<file path="config.mk">
export PLATFORM = sky130hd
export DESIGN_NAME = efmp_port
export DESIGN_NICKNAME = d
export VERILOG_FILES = /design/src/rtl/efmp_pkg.sv /design/src/rtl/efmp_rst_delay.sv /design/src/rtl/efmp_port.sv
export VERILOG_INCLUDE_DIRS = /design/src /design/src/rtl
export SDC_FILE = /design/constraint.sdc
export NUM_CORES = 1
export LEC_CHECK = 0
export BUFFER_PORTS_ARGS = -buffer_cell sky130_fd_sc_hd__buf_2
export CAP_MARGIN = 20
export CORE_MARGIN = 5
export CORE_UTILIZATION = 47
export DETAILED_ROUTE_END_ITERATION = 10
export MAX_ROUTING_LAYER = met4
export PLACE_DENSITY = 0.79
export SLEW_MARGIN = 20
export SYNTH_ARGS = -nofsm -noshare
export SYNTH_HDL_FRONTEND = slang
export SYNTH_SLANG_ARGS = --single-unit
</file>
<file path="constraint.sdc">
create_clock -name clk_i -period 2 [get_ports clk_i]
set_input_delay 0.4 -clock clk_i [delete_from_list [all_inputs] [get_ports clk_i]]
set_output_delay 0.4 -clock clk_i [all_outputs]
set_load 0.02 [all_outputs]
</file>
<file path="src/rtl/efmp_regs.svh">
// timing and field constants for the external flash memory port
// Operation
// - drive the 16-bit data bus on writes, sample it on reads
// - drive a 21-bit word address for every transfer
// - write strobe low only while a word is written
// - output enable low only while a word is read
// - chip select low for any read or write transfer
// - flash reset copies hard reset, delayed a few clocks
// - flash reset moves only when hard reset is asserted or released, constant otherwise
// - address space covers 32 megabits of 16-bit words
// - each write strobe pulse lasts 100 ns
`ifndef EFMP_REGS_SVH
`define EFMP_REGS_SVH
`define EFMP_CLK_PERIOD_NS 10
`define EFMP_WE_LOW_NS 100
`define EFMP_ADDR_SU_NS 150
`define EFMP_DATA_HD_NS 150
`define EFMP_READ_ACC_NS 125
`define EFMP_RST_DELAY_CYC 3
`define EFMP_CYC_UP(ns) (((ns) + `EFMP_CLK_PERIOD_NS - 1) / `EFMP_CLK_PERIOD_NS)
`endif

</file>
<file path="src/rtl/efmp_pkg.sv">
// types shared by the external flash memory port
package efmp_pkg;
  localparam int ADDR_W = 21;
  localparam int DATA_W = 16;
  typedef enum logic [2:0] {
    EFMP_IDLE,
    EFMP_WR_SETUP,
    EFMP_WR_STROBE,
    EFMP_WR_HOLD,
    EFMP_RD_ACCESS,
    EFMP_RD_DONE
  } efmp_state_e;
  typedef struct packed {
    logic [ADDR_W-1:0] addr;
    logic [DATA_W-1:0] data;
    logic write;
  } efmp_req_s;
  typedef struct packed {
    logic [ADDR_W-1:0] addr;
    logic [DATA_W-1:0] dq_out;
    logic dq_oe_n;
    logic we_n;
    logic oe_n;
    logic cs_n;
  } efmp_pins_s;
endpackage

</file>
<file path="src/rtl/efmp_rst_delay.sv">
// delay line that copies hard reset onto the flash reset pin
`include "efmp_regs.svh"
module efmp_rst_delay #(
  parameter int DEPTH = `EFMP_RST_DELAY_CYC
) (
  input wire logic clk_i,
  input wire logic rst_i,
  output logic flash_reset_n_o
);
  logic [DEPTH-1:0] pipe;
  // shift released reset through a short chain
  always_ff @(posedge clk_i) begin
    if (rst_i) begin
      pipe <= '0;
    end else begin
      pipe <= {pipe[DEPTH-2:0], 1'b1};
    end
  end
  assign flash_reset_n_o = pipe[DEPTH-1];
endmodule

</file>
<file path="src/rtl/efmp_port.sv">
// external flash memory port sequencer
`include "efmp_regs.svh"
module efmp_port #(
  parameter int WE_CYC = `EFMP_CYC_UP(`EFMP_WE_LOW_NS),
  parameter int SU_CYC = `EFMP_CYC_UP(`EFMP_ADDR_SU_NS),
  parameter int HD_CYC = `EFMP_CYC_UP(`EFMP_DATA_HD_NS),
  parameter int RD_CYC = `EFMP_CYC_UP(`EFMP_READ_ACC_NS)
) (
  input wire logic clk_i,
  input wire logic rst_i,
  input wire logic req_valid_i,
  input wire efmp_pkg::efmp_req_s req_i,
  output logic req_ready_o,
  output logic rd_valid_o,
  output logic [efmp_pkg::DATA_W-1:0] rd_data_o,
  output logic wr_done_o,
  output logic [efmp_pkg::ADDR_W-1:0] mem_addr_o,
  output logic [efmp_pkg::DATA_W-1:0] mem_dq_o,
  output logic mem_dq_oe_n_o,
  input wire logic [efmp_pkg::DATA_W-1:0] mem_dq_i,
  output logic mem_we_n_o,
  output logic mem_oe_n_o,
  output logic mem_cs_n_o,
  output logic flash_reset_n_o
);
  localparam int CNT_W = 8;
  efmp_pkg::efmp_state_e state;
  efmp_pkg::efmp_state_e next_state;
  efmp_pkg::efmp_pins_s pins;
  efmp_pkg::efmp_pins_s next_pins;
  logic [CNT_W-1:0] cnt;
  logic [CNT_W-1:0] next_cnt;
  logic [CNT_W-1:0] load_cnt;
  logic take;
  logic cnt_done;
  logic nx_idle;
  logic nx_wr_strobe;
  logic nx_rd_access;
  logic nx_wr_phase;
  logic rd_last;
  logic wr_last;

  ////////////////////////////////////////////////////////////////////////
  // timing overview
  // one transfer at a time, taken from the user side while idle
  // write: address setup, write strobe low, data hold, then idle
  // setup and hold phases each cover the 150 ns figures, rounded up
  // strobe phase covers the 100 ns write pulse, rounded up
  // read: one access phase of the read cycle, then a closing cycle
  // the data word is captured on the last edge of the access phase
  // chip select spans every phase of a transfer, strobes inside it
  // chip select rises for at least one cycle between transfers
  // the address is loaded at the take edge and held to the next take
  // the data bus is driven only through setup, strobe and hold
  // outside writes the bus is released so the memory may drive it
  // every memory pin comes from the pins register, flash reset from the delay chain, never from decode logic
  // pins are computed from the next state, so they move with state
  // hazard: decoding pins from the current state would lag a cycle
  // hazard: a combinational strobe could glitch on the memory side
  // the phase counter loads length minus one and counts to zero
  // a phase of n cycles therefore lasts exactly n clock edges
  // the counter width covers phases up to 256 cycles long
  // a slower clock shortens the counts through the parameters only
  // ready is registered and drops on the cycle after a take
  // a request offered while ready is low is not taken, except in the first idle cycle after reset release
  // read valid and write done are one-cycle pulses
  // the read word holds until the next read replaces it
  // flash reset is a short delayed copy of the hard reset
  // it moves only after hard reset is asserted or released and is constant otherwise
  // limitation: no wait states are added for slow memories
  // limitation: byte mode is not supported, only full words
  // limitation: command sequences are left to the user side

  ////////////////////////////////////////////////////////////////////////
  // phase length to counter load
  function automatic logic [CNT_W-1:0] phase_len(input int cyc);
    phase_len = CNT_W'(cyc - 1);
  endfunction

  // true for the phases in which the port drives the data bus
  function automatic logic is_write_phase(input efmp_pkg::efmp_state_e s);
    is_write_phase = (s == efmp_pkg::EFMP_WR_SETUP) ||
                     (s == efmp_pkg::EFMP_WR_STROBE) ||
                     (s == efmp_pkg::EFMP_WR_HOLD);
  endfunction

  assign take = (state == efmp_pkg::EFMP_IDLE) && req_valid_i && !rst_i;
  assign cnt_done = (cnt == '0);

  // next state and counter
  always_comb begin
    next_state = state;
    load_cnt = cnt - CNT_W'(1);
    next_cnt = cnt_done ? cnt : load_cnt;
    unique case (state)
      efmp_pkg::EFMP_IDLE: begin
        if (take) begin
          next_state = req_i.write ? efmp_pkg::EFMP_WR_SETUP : efmp_pkg::EFMP_RD_ACCESS;
          next_cnt = req_i.write ? phase_len(SU_CYC) : phase_len(RD_CYC);
        end
      end
      efmp_pkg::EFMP_WR_SETUP: begin
        if (cnt_done) begin
          next_state = efmp_pkg::EFMP_WR_STROBE;
          next_cnt = phase_len(WE_CYC);
        end
      end
      efmp_pkg::EFMP_WR_STROBE: begin
        if (cnt_done) begin
          next_state = efmp_pkg::EFMP_WR_HOLD;
          next_cnt = phase_len(HD_CYC);
        end
      end
      efmp_pkg::EFMP_WR_HOLD: begin
        if (cnt_done) begin
          next_state = efmp_pkg::EFMP_IDLE;
        end
      end
      efmp_pkg::EFMP_RD_ACCESS: begin
        if (cnt_done) begin
          next_state = efmp_pkg::EFMP_RD_DONE;
        end
      end
      efmp_pkg::EFMP_RD_DONE: begin
        next_state = efmp_pkg::EFMP_IDLE;
      end
      default: begin
        next_state = efmp_pkg::EFMP_IDLE;
      end
    endcase
  end

  ////////////////////////////////////////////////////////////////////////
  // decodes of the coming state
  assign nx_idle = (next_state == efmp_pkg::EFMP_IDLE);
  assign nx_wr_strobe = (next_state == efmp_pkg::EFMP_WR_STROBE);
  assign nx_rd_access = (next_state == efmp_pkg::EFMP_RD_ACCESS);
  assign nx_wr_phase = is_write_phase(next_state);

  // last edges of the access and hold phases
  assign rd_last = (state == efmp_pkg::EFMP_RD_ACCESS) && cnt_done;
  assign wr_last = (state == efmp_pkg::EFMP_WR_HOLD) && cnt_done;

  // pin values for the coming cycle
  always_comb begin
    next_pins = pins;
    if (take) begin
      next_pins.addr = req_i.addr;
      next_pins.dq_out = req_i.data;
    end
    next_pins.cs_n = nx_idle;
    next_pins.we_n = !nx_wr_strobe;
    next_pins.oe_n = !nx_rd_access;
    next_pins.dq_oe_n = !nx_wr_phase;
  end

  // sequencer registers
  always_ff @(posedge clk_i) begin
    if (rst_i) begin
      state <= efmp_pkg::EFMP_IDLE;
      cnt <= '0;
      pins <= '{addr: '0, dq_out: '0, dq_oe_n: 1'b1, we_n: 1'b1, oe_n: 1'b1, cs_n: 1'b1};
    end else begin
      state <= next_state;
      cnt <= next_cnt;
      pins <= next_pins;
    end
  end

  // user side answers
  always_ff @(posedge clk_i) begin
    if (rst_i) begin
      req_ready_o <= 1'b0;
      rd_valid_o <= 1'b0;
      rd_data_o <= '0;
      wr_done_o <= 1'b0;
    end else begin
      req_ready_o <= nx_idle && !take;
      rd_valid_o <= rd_last;
      wr_done_o <= wr_last;
      if (rd_last) begin
        rd_data_o <= mem_dq_i;
      end
    end
  end

  assign mem_addr_o = pins.addr;
  assign mem_dq_o = pins.dq_out;
  assign mem_dq_oe_n_o = pins.dq_oe_n;
  assign mem_we_n_o = pins.we_n;
  assign mem_oe_n_o = pins.oe_n;
  assign mem_cs_n_o = pins.cs_n;

  // flash reset follows hard reset
  efmp_rst_delay #(
    .DEPTH(`EFMP_RST_DELAY_CYC)
  ) u_rst_delay (
    .clk_i(clk_i),
    .rst_i(rst_i),
    .flash_reset_n_o(flash_reset_n_o)
  );
endmodule

</file>
==> results.ini, run 1 <==
[synth]
yosys_register_bits=74
syn-num-nets=383
netlist_area_sq_um=2790
asyncSetResetFlopFracSynth_pct=0
ys.flop_type=dfxtp_1
syn_avg_cell_area_sq_um=8.66
netlist_instances=322
synth_edf_count=0
yosys_warnings=0
yosysSeqAreaShare_pct=53.1
netlist-cell-type-count=34

[final_layout]
regArea_sq_um=1480
nets=500
area_growth_pct=33.0
final_common_cell=buf_2
final_util_pct=63.4
multiInputGateArea_sq_um=1200
diodes=0
n_fill_cell=524
post-route-cell-area_sq_um=3710
finalNonFillerCells=519
drive_gt1_share_pct=33.3
final_cell_mix=117 x buf_2, 81 x nand2_1, 74 x dfxtp_1

[pwr]
fin_total_pwr_mw=4.69
ir_drop_v=0.000703
pwr_density_cell_nw_per_um2=1260
p_leak_nw=2.01

[clock_tree]
cts_setup_buffers=0
cts_sinks=74
clk_latency_ns=0.33
htree_levels=3
cts_tree=built
clockBufferDepth=2
cts-resized-gates=0
holdBufCountCts=0
clk_pin_slew_ns=0.08
clockRootBuffer=clkbuf_8
cts_buffers=9

[sta]
tns_ns=0
tightest_slew_ns=0.406
fmax_ghz=0.549
finClkSkew_ns=0.00834
slew_headroom_pct=72.7
slew_violations=0
setup_viol=0
period_share_pct=91.1
fin_crit_ns=1.82
finalHoldViolations=0
rsz0062_at_grt=no

[floorplanning]
die_h_um=87.0
rows=28
core-area_sq_um=5850
die-width_um=87.0
fp.dieArea_sq_um=7570
ios=118
initial_utilization_pct=47.7

[routing]
first_pass_iters=4
wl_per_cell_um=12.9
first_iter_violations=150
detail-route-antenna-nets=0
vias_per_cell=4.96
vias=2573
post-route-drc-count=0
wl_mm=6.67

[setup_path]
cp-start-kind=register
critPathBufInv=2
cp_data_required_time_ns=2.26
crit_path_max_fanout=7
path_cells=inv_1, ha_1, nor3b_2, and2_4, inv_2, ha_1, o32a_1, nor2_1
r2r-end=cnt[0]$_SDFF_PP0_
reg2reg_slack_ns=0.18
crit_top_cell=ha_1
crit_arrival_ns=2.09
rr_worst_depth=8
critPathKind=register to register
slowest_stage=dfxtp_1
cpPeakStageDelay_ns=0.36
cp-end-kind=register
worstReg2RegStart=cnt[0]$_SDFF_PP0_
critical-path-top-delay-family=adder cells

[job]
drv_cap=0

[place]
port_buffers=117
place.gp.congestion=0.849
dpl_cell_area_sq_um=3460
dp_cells=503
dp_hpwl_mm=4.84

[min_path]
holdCritPathClass=input port to register
min-delay-start=req_i[10]
holdPathEnd=mem_dq_o[9]$_SDFFE_PP0P_
whs_path_depth=3

[global_route]
grt_max_degree=33
globalRouteTotalUtil_pct=18.4
grt_pass1_vias=2494
grt_first_pass_wirelength_mm=11.0
antenna_found_initial=0
overflow=0

[run_status]
status=finished, final reports clean

==> per-layer routing <==
| metal | track usage (%) | share of wire, % | vias to the layer above |
|---|---|---|---|
| li1 | - | - | 1304 |
| met1 | 21.7 | 42 | 1186 |
| met2 | 31.0 | 52 | 77 |
| met3 | 3.22 | 4.9 | 6 |
| met4 | 7.65 | 0.88 | 0 |
| met5 | - | 0 | - |
==> sequential cells by signal, summed over array words and instances, names as in the netlist <==
| name | cells |
|---|---|
| cnt | 8 |
| mem_addr_o | 21 |
| mem_cs_n_o | 1 |
| mem_dq_o | 16 |
| mem_dq_oe_n_o | 1 |
| mem_oe_n_o | 1 |
| mem_we_n_o | 1 |
| rd_data_o | 16 |
| rd_valid_o | 1 |
| req_ready_o | 1 |
| state | 3 |
| u_rst_delay.pipe | 3 |
| wr_done_o | 1 |
==> layout make-up <==
cell class,instances,area share [%]
Sequential cell,74,39.9
Multi-Input combinational cell,221,32.4
Timing Repair Buffer,126,17.6
Clock buffer,12,4.18
Clock inverter,4,2.63
Tap cell,75,2.53
Inverter,7,0.708
==> logic make-up (layout without fill, tap and decap cells) <==
logic type / Yosys count / count (layout) / share of synthesized area [%]
and+or+nand+nor: 175 / 175 / 28.3
DFF: 74 / 74 / 53.1
buffers and inverters: 27 / 149 / 3.77
AOI/OAI and AO/OA: 18 / 18 / 4.76
muxes: 17 / 17 / 6.10
xor gates and xnor gates: 7 / 7 / 2.20
adders and majority gates: 4 / 4 / 1.79
==> worst min-delay path, cell delays in order <==
cell	delay [ns]
buf_2	0.07
nand2_1	0.04
nand2_1	0.04
==> cells in the mapped netlist, drive strengths merged (2+ instances only) <==
library cell | n | area (sq um)
nor3 | 4 | 20.0
or3 | 2 | 12.5
dfxtp | 74 | 1480
o22a | 2 | 17.5
o211ai | 2 | 15.0
nand3 | 45 | 225
nand4 | 2 | 12.5
clkbuf | 11 | 41.3
ha | 4 | 50.1
a31o | 2 | 17.5
xor2 | 7 | 61.3
o21ai | 3 | 15.0
a21oi | 2 | 10.0
nand2b | 3 | 18.8
nor2 | 29 | 109
nor2b | 3 | 18.8
mux2i | 17 | 170
inv | 7 | 26.3
buf | 9 | 37.5
a31oi | 2 | 12.5
nand2 | 81 | 304
==> report_power, final <==
| group | internal [mW] | switching [mW] | total [mW] |
|---|---|---|---|
| sequential | 1.70 | 0.176 | 1.88 |
| combinational | 0.591 | 0.813 | 1.40 |
| clock | 0.898 | 0.512 | 1.41 |
==> how the worst max path moves through the flow <==
stage,startpoint,endpoint,slack (ns),cells after the start
floorplan,cnt[0]$_SDFF_PP0_,cnt[0]$_SDFF_PP0_,0.17,8
global placement,cnt[0]$_SDFF_PP0_,cnt[0]$_SDFF_PP0_,0.26,8
detailed placement,cnt[0]$_SDFF_PP0_,cnt[0]$_SDFF_PP0_,0.20,8
CTS,cnt[0]$_SDFF_PP0_,cnt[0]$_SDFF_PP0_,0.17,8
global route,cnt[1]$_SDFF_PP0_,cnt[0]$_SDFF_PP0_,0.02,8
finish,cnt[0]$_SDFF_PP0_,cnt[0]$_SDFF_PP0_,0.18,8
==> through the flow <==
stage / hold WS (ns) / worst slack, ns
floorplan: 0.414 / 0.169
global placement: 0.418 / 0.264
detailed placement: 0.428 / 0.203
CTS: 0.233 / 0.174
global route: 0.234 / 0.0250
finish: 0.251 / 0.178
Power figures use the tool's default switching activity.
==> inputs of run 2 (changes only) <==
--- a/config.mk
+++ b/config.mk
@@ -10,8 +10,8 @@
 export CAP_MARGIN = 20
 export CORE_MARGIN = 5
-export CORE_UTILIZATION = 47
+export CORE_UTILIZATION = 51
 export DETAILED_ROUTE_END_ITERATION = 10
 export MAX_ROUTING_LAYER = met4
-export PLACE_DENSITY = 0.79
+export PLACE_DENSITY = 0.85
 export SLEW_MARGIN = 20
 export SYNTH_ARGS = -nofsm -noshare
==> constraint.sdc (replaced) <==
create_clock -name clk_i -period 2.1 [get_ports clk_i]
set_input_delay 0 -clock clk_i [delete_from_list [all_inputs] [get_ports clk_i]]
set_output_delay 0 -clock clk_i [all_outputs]
set_load 0.02 [all_outputs]
==> results.ini, run 2 (synthesis gave the netlist of run 1 again) <==
[final_layout]
largest_reg_flops=21
drive_gt1_share_pct=29.6
nets=551
n_fill_cell=369
area_growth_pct=48.4
multiInputGateArea_sq_um=1200
regArea_sq_um=1480
final_common_cell=buf_2
diodes=0
final_cell_mix=117 x buf_2, 81 x nand2_1, 74 x dfxtp_1

[clock_tree]
clk_pin_slew_ns=0.08
clockBufferDepth=2
cts_setup_buffers=0
holdBufCountCts=53
clockRootBuffer=clkbuf_8
clk_latency_ns=0.34
htree_levels=3
cts_sinks=74
cts_buffers=9
cts_tree=built
cts-resized-gates=0

[routing]
post-route-drc-count=0
vias=2864
wl_per_cell_um=14.8
first_iter_violations=174
vias_per_cell=5.06
first_pass_iters=4
detail-route-antenna-nets=0
wl_mm=8.39

[sta]
period_share_pct=88.6
finClkSkew_ns=0.0119
setup_viol=0
tns_ns=0
finalHoldViolations=0
tightest_slew_ns=0.562
fin_crit_ns=1.86
whs_ns=0.0690
slew_headroom_pct=62.6
rsz0062_at_grt=no
slew_violations=0
fmax_ghz=0.538

[min_path]
holdPathEnd=cnt[2]$_SDFF_PP0_
holdCritPathClass=input port to register
whs_path_depth=3
min-delay-start=req_valid_i

[floorplanning]
ios=118
die_h_um=84.0
initial_utilization_pct=51.6
core-area_sq_um=5410
rows=27
die-width_um=84.0
fp.dieArea_sq_um=7050

[pwr]
combPwrFrac_pct=34.5
p_int_mw=2.70
seqPwrFrac_pct=42.6
power.switching_mw=1.52
p_leak_nw=2.19
p_clk_share_pct=22.9
pwr_density_cell_nw_per_um2=1020
ir_drop_v=0.000742
swShare_pct=36.0

[place]
port_buffers=117
dp_hpwl_mm=4.77
place.gp.congestion=0.910

[global_route]
grtUsageMet3_pct=4.94
grt.met1_usage_pct=26.7
grt_util_met2_pct=46.6
globalRouteTotalUtil_pct=25.6
grt_first_pass_wirelength_mm=14.2
grt_max_degree=38
grt_pass1_vias=2972
antenna_found_initial=0
overflow=0
grt-busiest-layer=met2

[job]
drv_cap=0

[setup_path]
worstReg2RegStart=cnt[0]$_SDFF_PP0_
rr_worst_depth=8
cp_data_required_time_ns=2.37
crit_path_max_fanout=7
critPathKind=register to register
cp-start-kind=register
cp-end-kind=register
r2r-end=cnt[0]$_SDFF_PP0_
crit_arrival_ns=2.13
reg2reg_slack_ns=0.24
startpoint=cnt[0]$_SDFF_PP0_

[run_status]
status=finished, final reports clean

-- run 2: worst max path at each step --
stage	cells after the start	endpoint	slack, ns
after floorplan	8	cnt[0]$_SDFF_PP0_	0.27
after CTS	8	cnt[0]$_SDFF_PP0_	0.24
after detailed placement	8	cnt[0]$_SDFF_PP0_	0.27
after global routing	8	cnt[0]$_SDFF_PP0_	0.15
final	8	cnt[0]$_SDFF_PP0_	0.24
after global placement	8	cnt[0]$_SDFF_PP0_	0.37
-- run 2: cell type report --
| cell class | instances | area share [%] |
|---|---|---|
| sequential | 74 | 35.8 |
| inverter | 7 | 0.635 |
| multi-input combinational | 221 | 29.1 |
| tap | 72 | 2.18 |
| clock buffer | 10 | 3.33 |
| clock inverter | 5 | 0.756 |
| timing repair buffer | 177 | 28.2 |
-- run 2: through the flow --
stage	total power, mW	cell area, sq um	instances	util, %	setup WS, ns
after global placement	3.10	3440	498	63.6	0.375
after global routing	4.49	4140	566	76.6	0.153
after detailed placement	3.16	3440	498	63.6	0.266
final	4.22	4140	566	76.6	0.240
after floorplan	2.74	2790	322	-	0.269
after CTS	4.18	4140	566	76.6	0.242
-- run 2: power by group through the flow --
stage / registers [mW] / clock network [mW] / logic, mW
3_5_place_dp: 1.82 / 0 / 1.34
2_1_floorplan: 1.95 / 0 / 0.785
5_1_grt: 1.82 / 1.06 / 1.60
3_3_place_gp: 1.81 / 0 / 1.29
6_report: 1.80 / 0.967 / 1.45
4_1_cts: 1.79 / 0.972 / 1.42
-- run 2: routing by layer --
metal,vias to the layer above,routed length (um)
met5,-,0
met4,0,315
met3,28,349
met2,102,4590
met1,1333,3140
li1,1401,-
-- run 2: worst max-delay path, stage by stage, from the launching register on --
cell and delay, ns:
dfxtp_1 0.33, inv_1 0.11, ha_1 0.15, nor3b_2 0.20
and2_4 0.21, inv_2 0.08, ha_1 0.29, o32a_1 0.35
nor2_1 0.08
==> inputs of run 3 (changes only) <==
- PLACE_DENSITY: 0.85 -> 0.9
==> results.ini, run 3 (synthesis gave the netlist of run 1 again) <==
[final_layout]
final_common_cell=buf_2
final_cell_mix=117 x buf_2, 81 x nand2_1, 74 x dfxtp_1
area_growth_pct=52.1
drive_gt1_share_pct=29.6
largest_reg_flops=21
n_fill_cell=315
diodes=0
finalNonFillerCells=568
nets=552

[clock_tree]
cts-resized-gates=0
clk_latency_ns=0.35
cts_buffers=9
cts_sinks=74
clockRootBuffer=clkbuf_8
htree_levels=3
clockBufferDepth=2
cts_setup_buffers=0
cts_tree=built
clk_pin_slew_ns=0.08

[routing]
post-route-drc-count=0
detail-route-antenna-nets=0
vias=2957
first_iter_violations=230
vias_per_cell=5.21
first_pass_iters=4
wl_mm=9.12
wl_per_cell_um=16.0

[pwr]
pwr_density_cell_nw_per_um2=1120
p_int_mw=3.19
swShare_pct=33.0
combPwrFrac_pct=31.4
seqPwrFrac_pct=37.9
ir_drop_v=0.000942
p_clk_share_pct=30.6
p_leak_nw=2.24
power.switching_mw=1.58

[sta]
fmax_ghz=0.516
fin_crit_ns=1.94
finalHoldViolations=0
period_share_pct=92.3
slew_violations=0
slew_headroom_pct=62.8
tns_ns=0
rsz0062_at_grt=no
finClkSkew_ns=0.0131
setup_viol=0
tightest_slew_ns=0.557

[global_route]
overflow=0
grt_first_pass_wirelength_mm=15.0
antenna_found_initial=0
globalRouteTotalUtil_pct=27.2
grt_pass1_vias=3120
grt-busiest-layer=met2
grt.met1_usage_pct=28.0
grt_max_degree=38
grt_util_met2_pct=48.9
grtUsageMet3_pct=4.44

[floorplanning]
fp.dieArea_sq_um=7050
die_h_um=84.0
ios=118
die-width_um=84.0
core-area_sq_um=5410
rows=27
initial_utilization_pct=51.6

[place]
dp_cells=499
dp_hpwl_mm=5.12
port_buffers=117
place.gp.congestion=0.871

[setup_path]
cp-start-kind=register
cp_data_required_time_ns=2.38
critPathKind=register to register
crit_arrival_ns=2.22
crit_path_max_fanout=7
cp-end-kind=register

[job]
drv_cap=0

[min_path]
holdCritPathClass=input port to register

[run_status]
status=finished, final reports clean

[run 3: cell count changes in the layout (fill, tap and decap cells not counted)]
cell	previous run	this run
buf_4	7	8
clkbuf_1	0	1
clkinvlp_4	1	0
bufinv_16	0	4
clkinv_2	3	1
clkinv_4	1	0
[run 3: worst paths after layout]
path / to / depth (start not counted) / from / slack, ns
worst max-delay path: cnt[0]$_SDFF_PP0_ / 8 / cnt[0]$_SDFF_PP0_ / 0.16
worst min-delay path: cnt[3]$_SDFF_PP0_ / 3 / req_valid_i / 0.07
worst max register to register: cnt[0]$_SDFF_PP0_ / 8 / cnt[0]$_SDFF_PP0_ / 0.16
worst min register to register: u_rst_delay.pipe[1]$_SDFF_PP0_ / 1 / u_rst_delay.pipe[0]$_DFF_P_ / 0.44
[run 3: stage by stage]
stage                     total power, mW  setup WS (ns)  util, %  instance area [sq um]  hold slack, ns
after floorplan                      2.74          0.269        -                   2790          0.0843
after global placement               3.10          0.366     63.7                   3450           0.182
after detailed placement             3.16          0.260     63.7                   3450           0.186
after CTS                            4.69          0.236     78.5                   4240          0.0589
after global routing                 5.00         0.0718     78.5                   4240          0.0914
final                                4.77          0.161     78.5                   4240          0.0745
[run 3: power by group through the flow]
stage	sequential, mW	clock [mW]	combinational, mW
4_1_cts	1.79	1.46	1.44
2_1_floorplan	1.95	0	0.785
3_3_place_gp	1.81	0	1.28
3_5_place_dp	1.82	0	1.34
5_1_grt	1.83	1.53	1.63
6_report	1.81	1.46	1.50
[run 3: layout make-up]
type | count | area [sq um] | area share (%)
clock buffers | 11 | 141 | 3.33
clock inverters | 5 | 125 | 2.95
inverters | 7 | 26.3 | 0.619
multi-input cells | 221 | 1200 | 28.3
flip-flops and latches | 74 | 1480 | 34.9
well taps | 72 | 90.1 | 2.12
repair buffers | 178 | 1180 | 27.7
[run 3: critical path: stages, from the launching register on]
cell and delay, ns:
dfxtp_1 0.33, inv_1 0.11, ha_1 0.16, nor3b_2 0.22
and2_4 0.21, inv_2 0.08, ha_1 0.30, o32a_1 0.36
nor2_1 0.10
[run 3: metal layers]
layer  vias to the layer above  share of wire, %
met5                         -                 0
met2                       129                54
met3                        34               5.1
li1                       1407                 -
met1                      1387                37
met4                         0               3.5
[run 3: timing repair]
item / in CTS / in global routing
setup endpoints to repair: 0 / 0
endpoints found under the hold margin: 53 / 0
hold buffers: 53 / 0
